## src/hdl/cmpl_defines.svh

```systemverilog
// Register offsets, field positions, reset values and timing counts of the comparator block.
`ifndef CMPL_DEFINES_SVH
`define CMPL_DEFINES_SVH
`define CMPL_ADDR_CMP1_CTRL_FIRST 4'h0
`define CMPL_ADDR_CMP1_CTRL_SECOND 4'h1
`define CMPL_ADDR_CMP2_CTRL_FIRST 4'h2
`define CMPL_ADDR_CMP2_CTRL_SECOND 4'h3
`define CMPL_ADDR_OUTPUT_MIRROR 4'h4
`define CMPL_ADDR_LATCH_CONTROL_ZERO 4'h5
`define CMPL_ADDR_LATCH_CONTROL_ONE 4'h6
`define CMPL_ADDR_IRQ_STATUS 4'h7
`define CMPL_ADDR_IRQ_CLEAR 4'h8
`define CMPL_ADDR_IRQ_ENABLE 4'h9
`define CMPL_F1_ENABLE 7
`define CMPL_F1_RESULT 6
`define CMPL_F1_PIN_OE 5
`define CMPL_F1_POLARITY 4
`define CMPL_F1_SPEED 2
`define CMPL_F1_HYST 1
`define CMPL_F1_SYNC 0
`define CMPL_F2_RISE_IRQ 7
`define CMPL_F2_FALL_IRQ 6
`define CMPL_F2_PCH_LSB 4
`define CMPL_F2_NCH_LSB 0
`define CMPL_L1_PIN_RESET 3
`define CMPL_L1_CLK_RESET 2
`define CMPL_L1_CMP2_RESET 1
`define CMPL_L1_CMP1_RESET 0
`define CMPL_RST_CTRL_FIRST 8'h04
`define CMPL_RST_CTRL_SECOND 8'h00
`define CMPL_RST_LATCH 8'h00
`define CMPL_RST_IRQ 2'h0
`define CMPL_CTRL_FIRST_WMASK 8'hB7
`define CMPL_CTRL_SECOND_WMASK 8'hF3
`define CMPL_SYNC_STAGES 3
`endif

```

## src/hdl/cmpl_pkg.sv

```systemverilog
// Types shared by the comparator block.
package cmpl_pkg;
  typedef logic [7:0] cmpl_byte_t;
  typedef logic [3:0] cmpl_addr_t;
endpackage : cmpl_pkg

```

## src/hdl/cmpl_top.sv

```systemverilog
// Comparator output digital control and latch reset source selection.
//
// Chosen here: strobed register access and the register addresses.
`timescale 1ns/1ps
`include "cmpl_defines.svh"

module cmpl_top #(
  parameter int NUM_CMP = 2
) (
  // Clock and reset.
  input wire logic sys_clk_i,
  input wire logic rst_b_i,
  // Register port.
  input wire logic [3:0] reg_addr_i,
  input wire logic [7:0] reg_wdata_i,
  input wire logic reg_wr_i,
  input wire logic reg_rd_i,
  output logic [7:0] reg_rdata_o,
  // Analog comparator raw decisions, asynchronous to the clock.
  input wire logic [1:0] cmp_raw_i,
  // Port direction bits of the two output pins.
  input wire logic [1:0] pin_direction_bit_i,
  // Latch reset sources and timer clock, asynchronous.
  input wire logic latch_peripheral_input_pin_i,
  input wire logic latch_divided_clock_i,
  input wire logic timer_clk_i,
  // Pin outputs.
  output logic [1:0] cmp_pin_o,
  output logic [1:0] cmp_pin_oe_o,
  // Analog controls.
  output logic [1:0] cmp_power_on_o,
  output logic [1:0] cmp_speed_o,
  output logic [1:0] cmp_hyst_o,
  output logic [3:0] cmp_pch_o,
  output logic [3:0] cmp_nch_o,
  // Sampled outputs for internal consumers.
  output logic [1:0] cmp_sampled_o,
  output logic [1:0] cmp_timer_sync_o,
  // Latch reset and interrupt.
  output logic latch_reset_o,
  output logic irq_o
);

  // Control registers, one pair per comparator.
  cmpl_pkg::cmpl_byte_t ctrl_first [NUM_CMP];
  cmpl_pkg::cmpl_byte_t ctrl_second [NUM_CMP];
  cmpl_pkg::cmpl_byte_t next_ctrl_first [NUM_CMP];
  cmpl_pkg::cmpl_byte_t next_ctrl_second [NUM_CMP];
  cmpl_pkg::cmpl_byte_t latch_control_zero;
  cmpl_pkg::cmpl_byte_t latch_control_one;
  cmpl_pkg::cmpl_byte_t next_latch_control_zero;
  cmpl_pkg::cmpl_byte_t next_latch_control_one;
  logic [1:0] irq_status;
  logic [1:0] irq_enable;
  logic [1:0] next_irq_status;
  logic [1:0] next_irq_enable;
  logic [7:0] next_rdata;

  // Three-stage synchronisers for every asynchronous input.
  logic [2:0] s_raw0, s_raw1, s_pin, s_dclk, s_tclk;
  logic [2:0] s_dir0, s_dir1;
  logic [1:0] raw_f, dir_f;
  logic [1:0] next_raw_f, next_dir_f;
  logic pin_f, dclk_f, tclk_f, tclk_prev;
  logic next_pin_f, next_dclk_f, next_tclk_f;

  // Pipeline of comparator results.
  logic [1:0] result;
  logic [1:0] result_q;
  logic [1:0] sampled;
  logic [1:0] next_sampled;
  logic [1:0] tsync;
  logic [1:0] next_tsync;
  logic [1:0] next_pin;
  logic [1:0] next_pin_oe;
  logic next_latch_reset;

  // Synchroniser shift registers; only the agreeing pair of stages 2 and 3 is used.
  // Direction stages reset to input, so no pin is driven until a cleared direction has
  // been seen on two agreeing stages after reset.
  always_ff @(posedge sys_clk_i) begin
    if (!rst_b_i) begin
      s_raw0 <= 3'h0;
      s_raw1 <= 3'h0;
      s_pin <= 3'h0;
      s_dclk <= 3'h0;
      s_tclk <= 3'h0;
      s_dir0 <= 3'h7;
      s_dir1 <= 3'h7;
    end else begin
      s_raw0 <= {s_raw0[1:0], cmp_raw_i[0]};
      s_raw1 <= {s_raw1[1:0], cmp_raw_i[1]};
      s_pin <= {s_pin[1:0], latch_peripheral_input_pin_i};
      s_dclk <= {s_dclk[1:0], latch_divided_clock_i};
      s_tclk <= {s_tclk[1:0], timer_clk_i};
      s_dir0 <= {s_dir0[1:0], pin_direction_bit_i[0]};
      s_dir1 <= {s_dir1[1:0], pin_direction_bit_i[1]};
    end
  end

  // A filtered level changes only once stages two and three agree, hiding one-cycle glitches.
  always_comb begin
    next_raw_f[0] = (s_raw0[2] == s_raw0[1]) ? s_raw0[2] : raw_f[0];
    next_raw_f[1] = (s_raw1[2] == s_raw1[1]) ? s_raw1[2] : raw_f[1];
    next_dir_f[0] = (s_dir0[2] == s_dir0[1]) ? s_dir0[2] : dir_f[0];
    next_dir_f[1] = (s_dir1[2] == s_dir1[1]) ? s_dir1[2] : dir_f[1];
    next_pin_f = (s_pin[2] == s_pin[1]) ? s_pin[2] : pin_f;
    next_dclk_f = (s_dclk[2] == s_dclk[1]) ? s_dclk[2] : dclk_f;
    next_tclk_f = (s_tclk[2] == s_tclk[1]) ? s_tclk[2] : tclk_f;
  end

  // Filtered input levels.
  always_ff @(posedge sys_clk_i) begin
    if (!rst_b_i) begin
      raw_f <= 2'h0;
      dir_f <= 2'h3;
      pin_f <= 1'b0;
      dclk_f <= 1'b0;
      tclk_f <= 1'b0;
      tclk_prev <= 1'b0;
    end else begin
      raw_f <= next_raw_f;
      dir_f <= next_dir_f;
      pin_f <= next_pin_f;
      dclk_f <= next_dclk_f;
      tclk_f <= next_tclk_f;
      tclk_prev <= tclk_f;
    end
  end

  // Comparator result: the raw decision is high when positive input exceeds negative input.
  always_comb begin
    for (int i = 0; i < NUM_CMP; i++) begin
      // A disabled comparator reads low before polarity, so flipping polarity still moves it.
      result[i] = (raw_f[i] & ctrl_first[i][`CMPL_F1_ENABLE])
                  ^ ctrl_first[i][`CMPL_F1_POLARITY];
    end
  end

  // Per-cycle sample, timer-synchronised capture and pin drive for both comparators.
  always_comb begin
    for (int i = 0; i < NUM_CMP; i++) begin
      next_sampled[i] = result[i];
      // Capture on the falling edge of the timer clock so the timer never counts mid-change.
      next_tsync[i] = (tclk_prev & ~tclk_f) ? result[i] : tsync[i];
      next_pin[i] = ctrl_first[i][`CMPL_F1_SYNC] ? tsync[i] : result[i];
      // Enable and pin-output bits come from the values being written, so the pin drive
      // and the power control switch at the same edge and a comparator that is already
      // powered down never drives its pin.
      next_pin_oe[i] = next_ctrl_first[i][`CMPL_F1_PIN_OE] & ~dir_f[i]
                       & next_ctrl_first[i][`CMPL_F1_ENABLE];
    end
  end

  // Latch reset is the OR of every enabled source.
  // Every source is registered first, so the latch sees a clean level one cycle later
  // instead of a glitch from the asynchronous inputs.
  always_comb begin
    next_latch_reset = (latch_control_one[`CMPL_L1_PIN_RESET] & pin_f)
                     | (latch_control_one[`CMPL_L1_CLK_RESET] & dclk_f)
                     | (latch_control_one[`CMPL_L1_CMP2_RESET] & sampled[1])
                     | (latch_control_one[`CMPL_L1_CMP1_RESET] & sampled[0]);
  end

  // Result pipeline registers.
  // The previous sample feeds the edge detector; it resets low like the sample itself,
  // so the release from reset never looks like an edge.
  always_ff @(posedge sys_clk_i) begin
    if (!rst_b_i) begin
      result_q <= 2'h0;
      sampled <= 2'h0;
      tsync <= 2'h0;
      cmp_pin_o <= 2'h0;
      cmp_pin_oe_o <= 2'h0;
      latch_reset_o <= 1'b0;
    end else begin
      result_q <= sampled;
      sampled <= next_sampled;
      tsync <= next_tsync;
      cmp_pin_o <= next_pin;
      cmp_pin_oe_o <= next_pin_oe;
      latch_reset_o <= next_latch_reset;
    end
  end

  // Register writes, edge interrupt flags and read data.
  // Unmapped indices are ignored on write and read back as zero, so software probing an
  // unused index causes no side effect.
  always_comb begin
    for (int i = 0; i < NUM_CMP; i++) begin
      next_ctrl_first[i] = ctrl_first[i];
      next_ctrl_second[i] = ctrl_second[i];
      // The result bit is read-only and always mirrors the live sample.
      next_ctrl_first[i][`CMPL_F1_RESULT] = next_sampled[i];
    end
    next_latch_control_zero = latch_control_zero;
    next_latch_control_one = latch_control_one;
    next_irq_enable = irq_enable;
    next_irq_status = irq_status;
    next_rdata = 8'h00;
    if (reg_wr_i) begin
      unique case (reg_addr_i)
        `CMPL_ADDR_CMP1_CTRL_FIRST: next_ctrl_first[0] = (reg_wdata_i & `CMPL_CTRL_FIRST_WMASK)
            | {1'b0, next_sampled[0], 6'h00};
        `CMPL_ADDR_CMP1_CTRL_SECOND: next_ctrl_second[0] = reg_wdata_i & `CMPL_CTRL_SECOND_WMASK;
        `CMPL_ADDR_CMP2_CTRL_FIRST: next_ctrl_first[1] = (reg_wdata_i & `CMPL_CTRL_FIRST_WMASK)
            | {1'b0, next_sampled[1], 6'h00};
        `CMPL_ADDR_CMP2_CTRL_SECOND: next_ctrl_second[1] = reg_wdata_i & `CMPL_CTRL_SECOND_WMASK;
        `CMPL_ADDR_LATCH_CONTROL_ZERO: next_latch_control_zero = reg_wdata_i;
        `CMPL_ADDR_LATCH_CONTROL_ONE: next_latch_control_one = reg_wdata_i;
        `CMPL_ADDR_IRQ_CLEAR: next_irq_status = irq_status & ~reg_wdata_i[1:0];
        `CMPL_ADDR_IRQ_ENABLE: next_irq_enable = reg_wdata_i[1:0];
        default: ;
      endcase
    end
    // Edge detection comes after the clear, so a new edge in the clear cycle still sets the flag.
    for (int i = 0; i < NUM_CMP; i++) begin
      if ((sampled[i] & ~result_q[i] & ctrl_second[i][`CMPL_F2_RISE_IRQ])
          | (~sampled[i] & result_q[i] & ctrl_second[i][`CMPL_F2_FALL_IRQ])) begin
        next_irq_status[i] = 1'b1;
      end
    end
    if (reg_rd_i) begin
      unique case (reg_addr_i)
        `CMPL_ADDR_CMP1_CTRL_FIRST: next_rdata = ctrl_first[0];
        `CMPL_ADDR_CMP1_CTRL_SECOND: next_rdata = ctrl_second[0];
        `CMPL_ADDR_CMP2_CTRL_FIRST: next_rdata = ctrl_first[1];
        `CMPL_ADDR_CMP2_CTRL_SECOND: next_rdata = ctrl_second[1];
        `CMPL_ADDR_OUTPUT_MIRROR: next_rdata = {6'h00, sampled};
        `CMPL_ADDR_LATCH_CONTROL_ZERO: next_rdata = latch_control_zero;
        `CMPL_ADDR_LATCH_CONTROL_ONE: next_rdata = latch_control_one;
        `CMPL_ADDR_IRQ_STATUS: next_rdata = {6'h00, irq_status};
        `CMPL_ADDR_IRQ_ENABLE: next_rdata = {6'h00, irq_enable};
        default: next_rdata = 8'h00;
      endcase
    end
  end

  // Register state; the result bit of each first control register tracks the sample.
  always_ff @(posedge sys_clk_i) begin
    if (!rst_b_i) begin
      for (int i = 0; i < NUM_CMP; i++) begin
        ctrl_first[i] <= `CMPL_RST_CTRL_FIRST;
        ctrl_second[i] <= `CMPL_RST_CTRL_SECOND;
      end
      latch_control_zero <= `CMPL_RST_LATCH;
      latch_control_one <= `CMPL_RST_LATCH;
      irq_status <= `CMPL_RST_IRQ;
      irq_enable <= `CMPL_RST_IRQ;
      reg_rdata_o <= 8'h00;
      irq_o <= 1'b0;
    end else begin
      for (int i = 0; i < NUM_CMP; i++) begin
        ctrl_first[i] <= next_ctrl_first[i];
        ctrl_second[i] <= next_ctrl_second[i];
      end
      latch_control_zero <= next_latch_control_zero;
      latch_control_one <= next_latch_control_one;
      irq_status <= next_irq_status;
      irq_enable <= next_irq_enable;
      reg_rdata_o <= next_rdata;
      irq_o <= |(next_irq_status & next_irq_enable);
    end
  end

  // Analog control outputs straight from the control registers.
  // Taking the next values keeps the power control in step with the pin drive enable,
  // which matters when software turns a comparator off.
  always_ff @(posedge sys_clk_i) begin
    if (!rst_b_i) begin
      cmp_power_on_o <= 2'h0;
      cmp_speed_o <= 2'h3;
      cmp_hyst_o <= 2'h0;
      cmp_pch_o <= 4'h0;
      cmp_nch_o <= 4'h0;
      cmp_sampled_o <= 2'h0;
      cmp_timer_sync_o <= 2'h0;
    end else begin
      for (int i = 0; i < NUM_CMP; i++) begin
        cmp_power_on_o[i] <= next_ctrl_first[i][`CMPL_F1_ENABLE];
        cmp_speed_o[i] <= next_ctrl_first[i][`CMPL_F1_SPEED];
        cmp_hyst_o[i] <= next_ctrl_first[i][`CMPL_F1_HYST];
        cmp_pch_o[2*i +: 2] <= next_ctrl_second[i][`CMPL_F2_PCH_LSB +: 2];
        cmp_nch_o[2*i +: 2] <= next_ctrl_second[i][`CMPL_F2_NCH_LSB +: 2];
      end
      cmp_sampled_o <= next_sampled;
      cmp_timer_sync_o <= next_tsync;
    end
  end

endmodule : cmpl_top

```

## config.mk

```make
export PLATFORM = sky130hd
export DESIGN_NAME = cmpl_top
export DESIGN_NICKNAME = d
export VERILOG_FILES = /design/src/hdl/cmpl_pkg.sv /design/src/hdl/cmpl_top.sv
export VERILOG_INCLUDE_DIRS = /design/src /design/src/hdl
export SDC_FILE = /design/constraint.sdc
export NUM_CORES = 1
export LEC_CHECK = 0
export BUFFER_PORTS_ARGS = -buffer_cell sky130_fd_sc_hd__clkbuf_2
export CAP_MARGIN = 20
export CELL_PAD_IN_SITES_DETAIL_PLACEMENT = 0
export CELL_PAD_IN_SITES_GLOBAL_PLACEMENT = 1
export CORE_MARGIN = 1
export CORE_UTILIZATION = 47
export CTS_CLUSTER_SIZE = 30
export DETAILED_ROUTE_END_ITERATION = 10
export HOLD_SLACK_MARGIN = 0.15
export PLACE_DENSITY = 0.91
export SLEW_MARGIN = 10
export SYNTH_ARGS = -nofsm -noshare
export SYNTH_HDL_FRONTEND = slang
export SYNTH_SLANG_ARGS = --single-unit
```

## constraint.sdc

```tcl
create_clock -name sys_clk_i -period 2.4 [get_ports sys_clk_i]
set_input_delay 0.48 -clock sys_clk_i [delete_from_list [all_inputs] [get_ports sys_clk_i]]
set_output_delay 0.48 -clock sys_clk_i [all_outputs]
set_load 0.01 [all_outputs]
```

# Yosys cells after proc, flatten, opt, wreduce, memory -nomap -nowiden
# Memories as Yosys holds them, arrays and structs flattened.
# Cells that the tools add are included.
dict set report classes {
  eq_ne 16
  reduce_logical 5
  muxes 21
  bitwise 42
}
# cell count
set ops {}
lappend ops {{8-bit one-hot mux with 9 select lines} 1}
lappend ops {{8-bit two-way mux} 8}
lappend ops {{16-bit two-way mux} 2}
lappend ops {{1-bit bitwise AND} 19}
lappend ops {{4-bit by 3-bit == test with 1-bit output (second input constant)} 4}
lappend ops {{8-bit by 7-bit OR with 8-bit output} 2}
lappend ops {{1-bit OR} 9}
lappend ops {{4-bit by 2-bit == test with 1-bit output (second input constant)} 2}
lappend ops {{4-bit == test (second input constant)} 2}
lappend ops {{2-bit two-way mux} 4}
lappend ops {{1-bit == test} 7}
lappend ops {{1-bit inverter} 7}
lappend ops {{1-bit two-way mux} 6}
lappend ops {{2-bit AND reduction} 3}
lappend ops {{2-bit bitwise AND} 2}
lappend ops {{4-bit by 1-bit == test with 1-bit output (second input constant)} 1}
lappend ops {{4-bit logical NOT} 1}
lappend ops {{2-bit inverter} 1}
lappend ops {{2-bit OR reduction} 1}
lappend ops {{1-bit bitwise XOR} 2}
dict set report word_totals {
  output_inout_bits 32
  register_bits 83
  ramBits 32
  mem_count 2
  word_cells 118
  in_bits 23
}
# memory depth word_bits rd rd_ports_with_merged_regs write_ports line_no
set memory_table {}
lappend memory_table {ctrl_first 2 8 2 0 2 cmpl_top.sv:45} ;# cmpl_pkg::cmpl_byte_t ctrl_first [NUM_CMP];
lappend memory_table {ctrl_second 2 8 2 0 2 cmpl_top.sv:46} ;# cmpl_pkg::cmpl_byte_t ctrl_second [NUM_CMP];

# Logic depth before layout (Yosys ltp)
dict set report depth {
  ltp_word 7
  mapped_depth 7
  mapped_depth_nobuf 4
}

# Worst setup path before layout
# Ideal clock, no wire load.
dict set report synth_path {
  path_type {input to register}
  from {input reg_addr_i[2]}
  to {register irq_o}
  slack_ns 0.780
  cell_stages 5
  n_path_buf 1
  arrival_time_ns 1.502
  setup_time_ns 0.118
  required_time_ns 2.282
  path_cell_list {buf_6 > or3b_1 > and4bb_1 > a2bb2oi_2 > o2bb2ai_1}
}
dict set report synth_via {
  elab_chain_cells 6
  elab_cells_between_ends 10
  classes_between {eq/ne: 2; mux: 6; bitwise: 1; reduce/logical: 1}
}
# element line_no
set synth_rtl {}
lappend synth_rtl {{start, declared} cmpl_top.sv:14} ;# input wire logic [3:0] reg_addr_i,
lappend synth_rtl {{4-bit == test} cmpl_top.sv:202} ;# unique case (reg_addr_i)
lappend synth_rtl {{2-bit two-way mux} cmpl_top.sv:202}
lappend synth_rtl {{2-bit two-way mux} cmpl_top.sv:201} ;# if (reg_wr_i) begin
lappend synth_rtl {{1-bit two-way mux} cmpl_top.sv:218} ;# if ((sampled[i] & ~result_q[i] & ctrl_second[i][`CMPL_F2_RISE_IRQ])
lappend synth_rtl {{2-bit bitwise AND (*)} cmpl_top.sv:262} ;# irq_o <= |(next_irq_status & next_irq_enable);
lappend synth_rtl {{2-bit OR reduction (*)} cmpl_top.sv:262}
lappend synth_rtl {{end signal, assigned} cmpl_top.sv:262}
lappend synth_rtl {{end, declared} cmpl_top.sv:41} ;# output logic irq_o
# Mark *: on every way between the ends. The rest lies on a longest branch, timed or not.
# A chain may end at the register's enable or synchronous reset.

# Worst setup path after layout
dict set report layout_path {
  from {input reg_addr_i[1]}
  to {register latch_control_zero[0]}
}
dict set report layout_via {
  elab_chain_cells 2
}
# element line_no
set layout_rtl {}
lappend layout_rtl {{4-bit by 3-bit == test with 1-bit output} cmpl_top.sv:202}
lappend layout_rtl {{2-bit AND reduction (no line)} -}
lappend layout_rtl {{end signal, assigned} cmpl_top.sv:246} ;# latch_control_zero <= `CMPL_RST_LATCH;
lappend layout_rtl {{end signal, assigned} cmpl_top.sv:257} ;# latch_control_zero <= next_latch_control_zero;
lappend layout_rtl {{end, declared} cmpl_top.sv:49} ;# cmpl_pkg::cmpl_byte_t latch_control_zero;
# Every way passes these cells.

==> flow_summary.toml <==
[clock_network]
root_buffer = "clkbuf_8"
cts.path.max_buffers = 2
cts.htree.levels = 3
cts.sinks = 93
cts_tree = "yes"
cts.clk_slew.worst_paths_ps = 100
postCtsHoldBufs = 0
clock_latency_ps = 380
numCtsBuffers = 9
cts_resized = 0
post_cts_buffers = 0

[sta]
finalSetupTns_ps = 0
finalCritPeriodShare_pct = 70.3
final-hold-violation-count = 0
relSlewSlack_pct = 62.6
fmax_mhz = 592
hold_ws_ps = 276
period_needed_ps = 1690
rsz0062_at_grt = "no"
maxSlewViolCount = 0
skew_ps = 7.59
worst_pin_slew_ps = 561
setup_violations = 0

[floorplan]
pin_count = 55
die_h_um = 92.4
rows = 32
core_um2 = 7810
die_x_um = 92.4
dieArea_um2 = 8540
floorplan.initialDensity_pct = 49.2

[global_routing]
grt_pass1_wl_um = 12500
grt-ovfl-total = 0
grt_max_degree = 87
first_global_vias = 2418
globalRouteTotalUtil_pct = 19.4
antenna_found_initial = 0

[synth]
yosys_warnings = 0
synth_edf_count = 0
yosys_most_used_dff = "dfxtp_1"
postSynthCellCount = 375
yosys_register_bits = 93
ys_types = 47
synth_nets = 398
async_reset_ff_share_pct = 0
synth_area_per_cell_um2 = 10.2
yosysSeqAreaShare_pct = 48.5
synth_area_um2 = 3840

[final_layout]
fillers = 714
syn_to_final_growth_pct = 10.1
final_nets = 428
multi_input_area_um2 = 1720
regArea_um2 = 1860
drive_gt1_share_pct = 21.5
finish.instance_area_um2 = 4230
insertedDiodeCount = 0
final_cell_mix = "93 x dfxtp_1, 54 x clkbuf_2, 49 x mux2i_1, 46 x nor2b_1, 26 x nand2_1"
final_common_cell = "dfxtp_1"
layout.cells.non_filler = 512

[place]
numPortBuffers = 54
dp.cells = 496
dpl.hpwl_um = 5330
placed_area_um2 = 4040
routabilityCongestion = 0.849

[critical_path]
r2r-start = "ctrl_first[0][0]"
cp_max_fo = 19
rrSetupSlack_ps = 1230
crit_type = "in2reg"
arrival_ps = 1960
r2r_end = "reg_rdata_o[0]"
critPathRequiredTime_ps = 2670
cp-end-kind = "register"
r2r_cells = 4
cp-start-kind = "input port"

[routing]
first_pass_iters = 4
route.detailed.drc = 0
avgRoutedWirePerCell_um = 15.1
detail-route-antenna-nets = 0
via_count = 2658
viasPerCell = 5.19
wl_um = 7720
drtIter0Drc = 128

[run_status]
outcome = "complete, no violations"

[min_path]
min_to = "s_dir0[0]"
holdPathStages = 2
hold_class = "in2reg"
min-delay-start = "pin_direction_bit_i[0]"

[flow_run]
drv_cap = 0

[pwr]
power_density_nw_per_um2 = 654
peakVddDrop_uv = 344
power_leakage_nw = 1.68
finalPower_mw = 2.77
worst max path at each step:
stage                  startpoint               endpoint  depth (start not counted)
detailed placement  reg_addr_i[1]  latch_control_zero[0]                          5
floorplan           reg_addr_i[2]                  irq_o                          5
global route        reg_addr_i[1]  latch_control_zero[6]                          5
CTS                 reg_addr_i[1]  latch_control_zero[0]                          5
finish              reg_addr_i[1]  latch_control_zero[0]                          5
global placement    reg_addr_i[1]  latch_control_zero[2]                          5
routing by layer:
layer	GRT usage [%]	share of wire, %	wire (um)	vias to the layer above
li1	-	-	-	1319
met1	26.7	48	3690	1237
met2	28.9	44	3400	90
met3	4.84	6.5	502	12
met4	8.20	1.6	126	0
met5	0	0	0	-
worst max-delay path: stages:
cell and delay [ps]:
clkbuf_2 250, nor2b_1 350, and3_1 540, mux2i_1 260, nor2b_1 60
area by class of cell:
cell class	instances	share of cell area, %
Tap cell	102	3.02
Multi-Input combinational cell	239	40.7
Sequential cell	93	44.0
Clock inverter	7	1.51
Timing Repair Buffer	59	7.58
Clock buffer	9	2.93
Inverter	3	0.266
sequential cells by signal, indices dropped and copies added, names as in the netlist, 3 cells and up:
name and count:
cmp_nch_o 3, cmp_pch_o 3, ctrl_first 10, ctrl_second 6, latch_control_one 8, latch_control_zero 8
reg_rdata_o 8, s_dclk 3, s_dir0 3, s_dir1 3, s_pin 3, s_raw0 3
s_raw1 3, s_tclk 3
Yosys cell counts (3+ instances only):
library cell / n / share of area (%)
dfxtp_1: 93 / 48
mux2i_1: 49 / 13
nor2b_1: 46 / 7.5
nand2_1: 26 / 2.5
and2_1: 23 / 3.7
buf_4: 20 / 3.9
o21ai_0: 15 / 2.0
clkbuf_1: 12 / 1.2
nor2_1: 10 / 0.98
nand2b_1: 8 / 1.3
a21boi_0: 7 / 1.4
a21oi_1: 5 / 0.65
a22oi_1: 5 / 0.98
buf_2: 5 / 0.65
nand3b_1: 4 / 0.78
and3_1: 3 / 0.49
inv_1: 3 / 0.29
mux2_2: 3 / 0.88
o221a_2: 3 / 0.88
through the flow:
| step | setup WS (ps) | utilization (%) |
|---|---|---|
| floorplan | 780 | - |
| global placement | 413 | 51.7 |
| detailed placement | 321 | 51.7 |
| CTS | 732 | 54.2 |
| global route | 629 | 54.2 |
| finish | 712 | 54.2 |
kinds of logic after synthesis:
family	count (synthesis)	synth area share [%]
XOR/XNOR	2	0.456
flip-flops	93	48.5
AND/OR/NAND/NOR	133	20.5
AO/OA/AOI/OAI	51	9.55
multiplexers	53	14.2
buffers and inverters	43	6.74
power breakdown:
| group | leakage, nW | internal (mW) | total [mW] | switching (mW) |
|---|---|---|---|---|
| sequential | 0.754 | 1.57 | 1.58 | 0.0133 |
| combinational | 0.833 | 0.0731 | 0.167 | 0.0940 |
| clock | 0.0907 | 0.402 | 1.02 | 0.616 |
| total | 1.68 | 2.04 | 2.77 | 0.723 |
(Power assumes the default switching activity.)
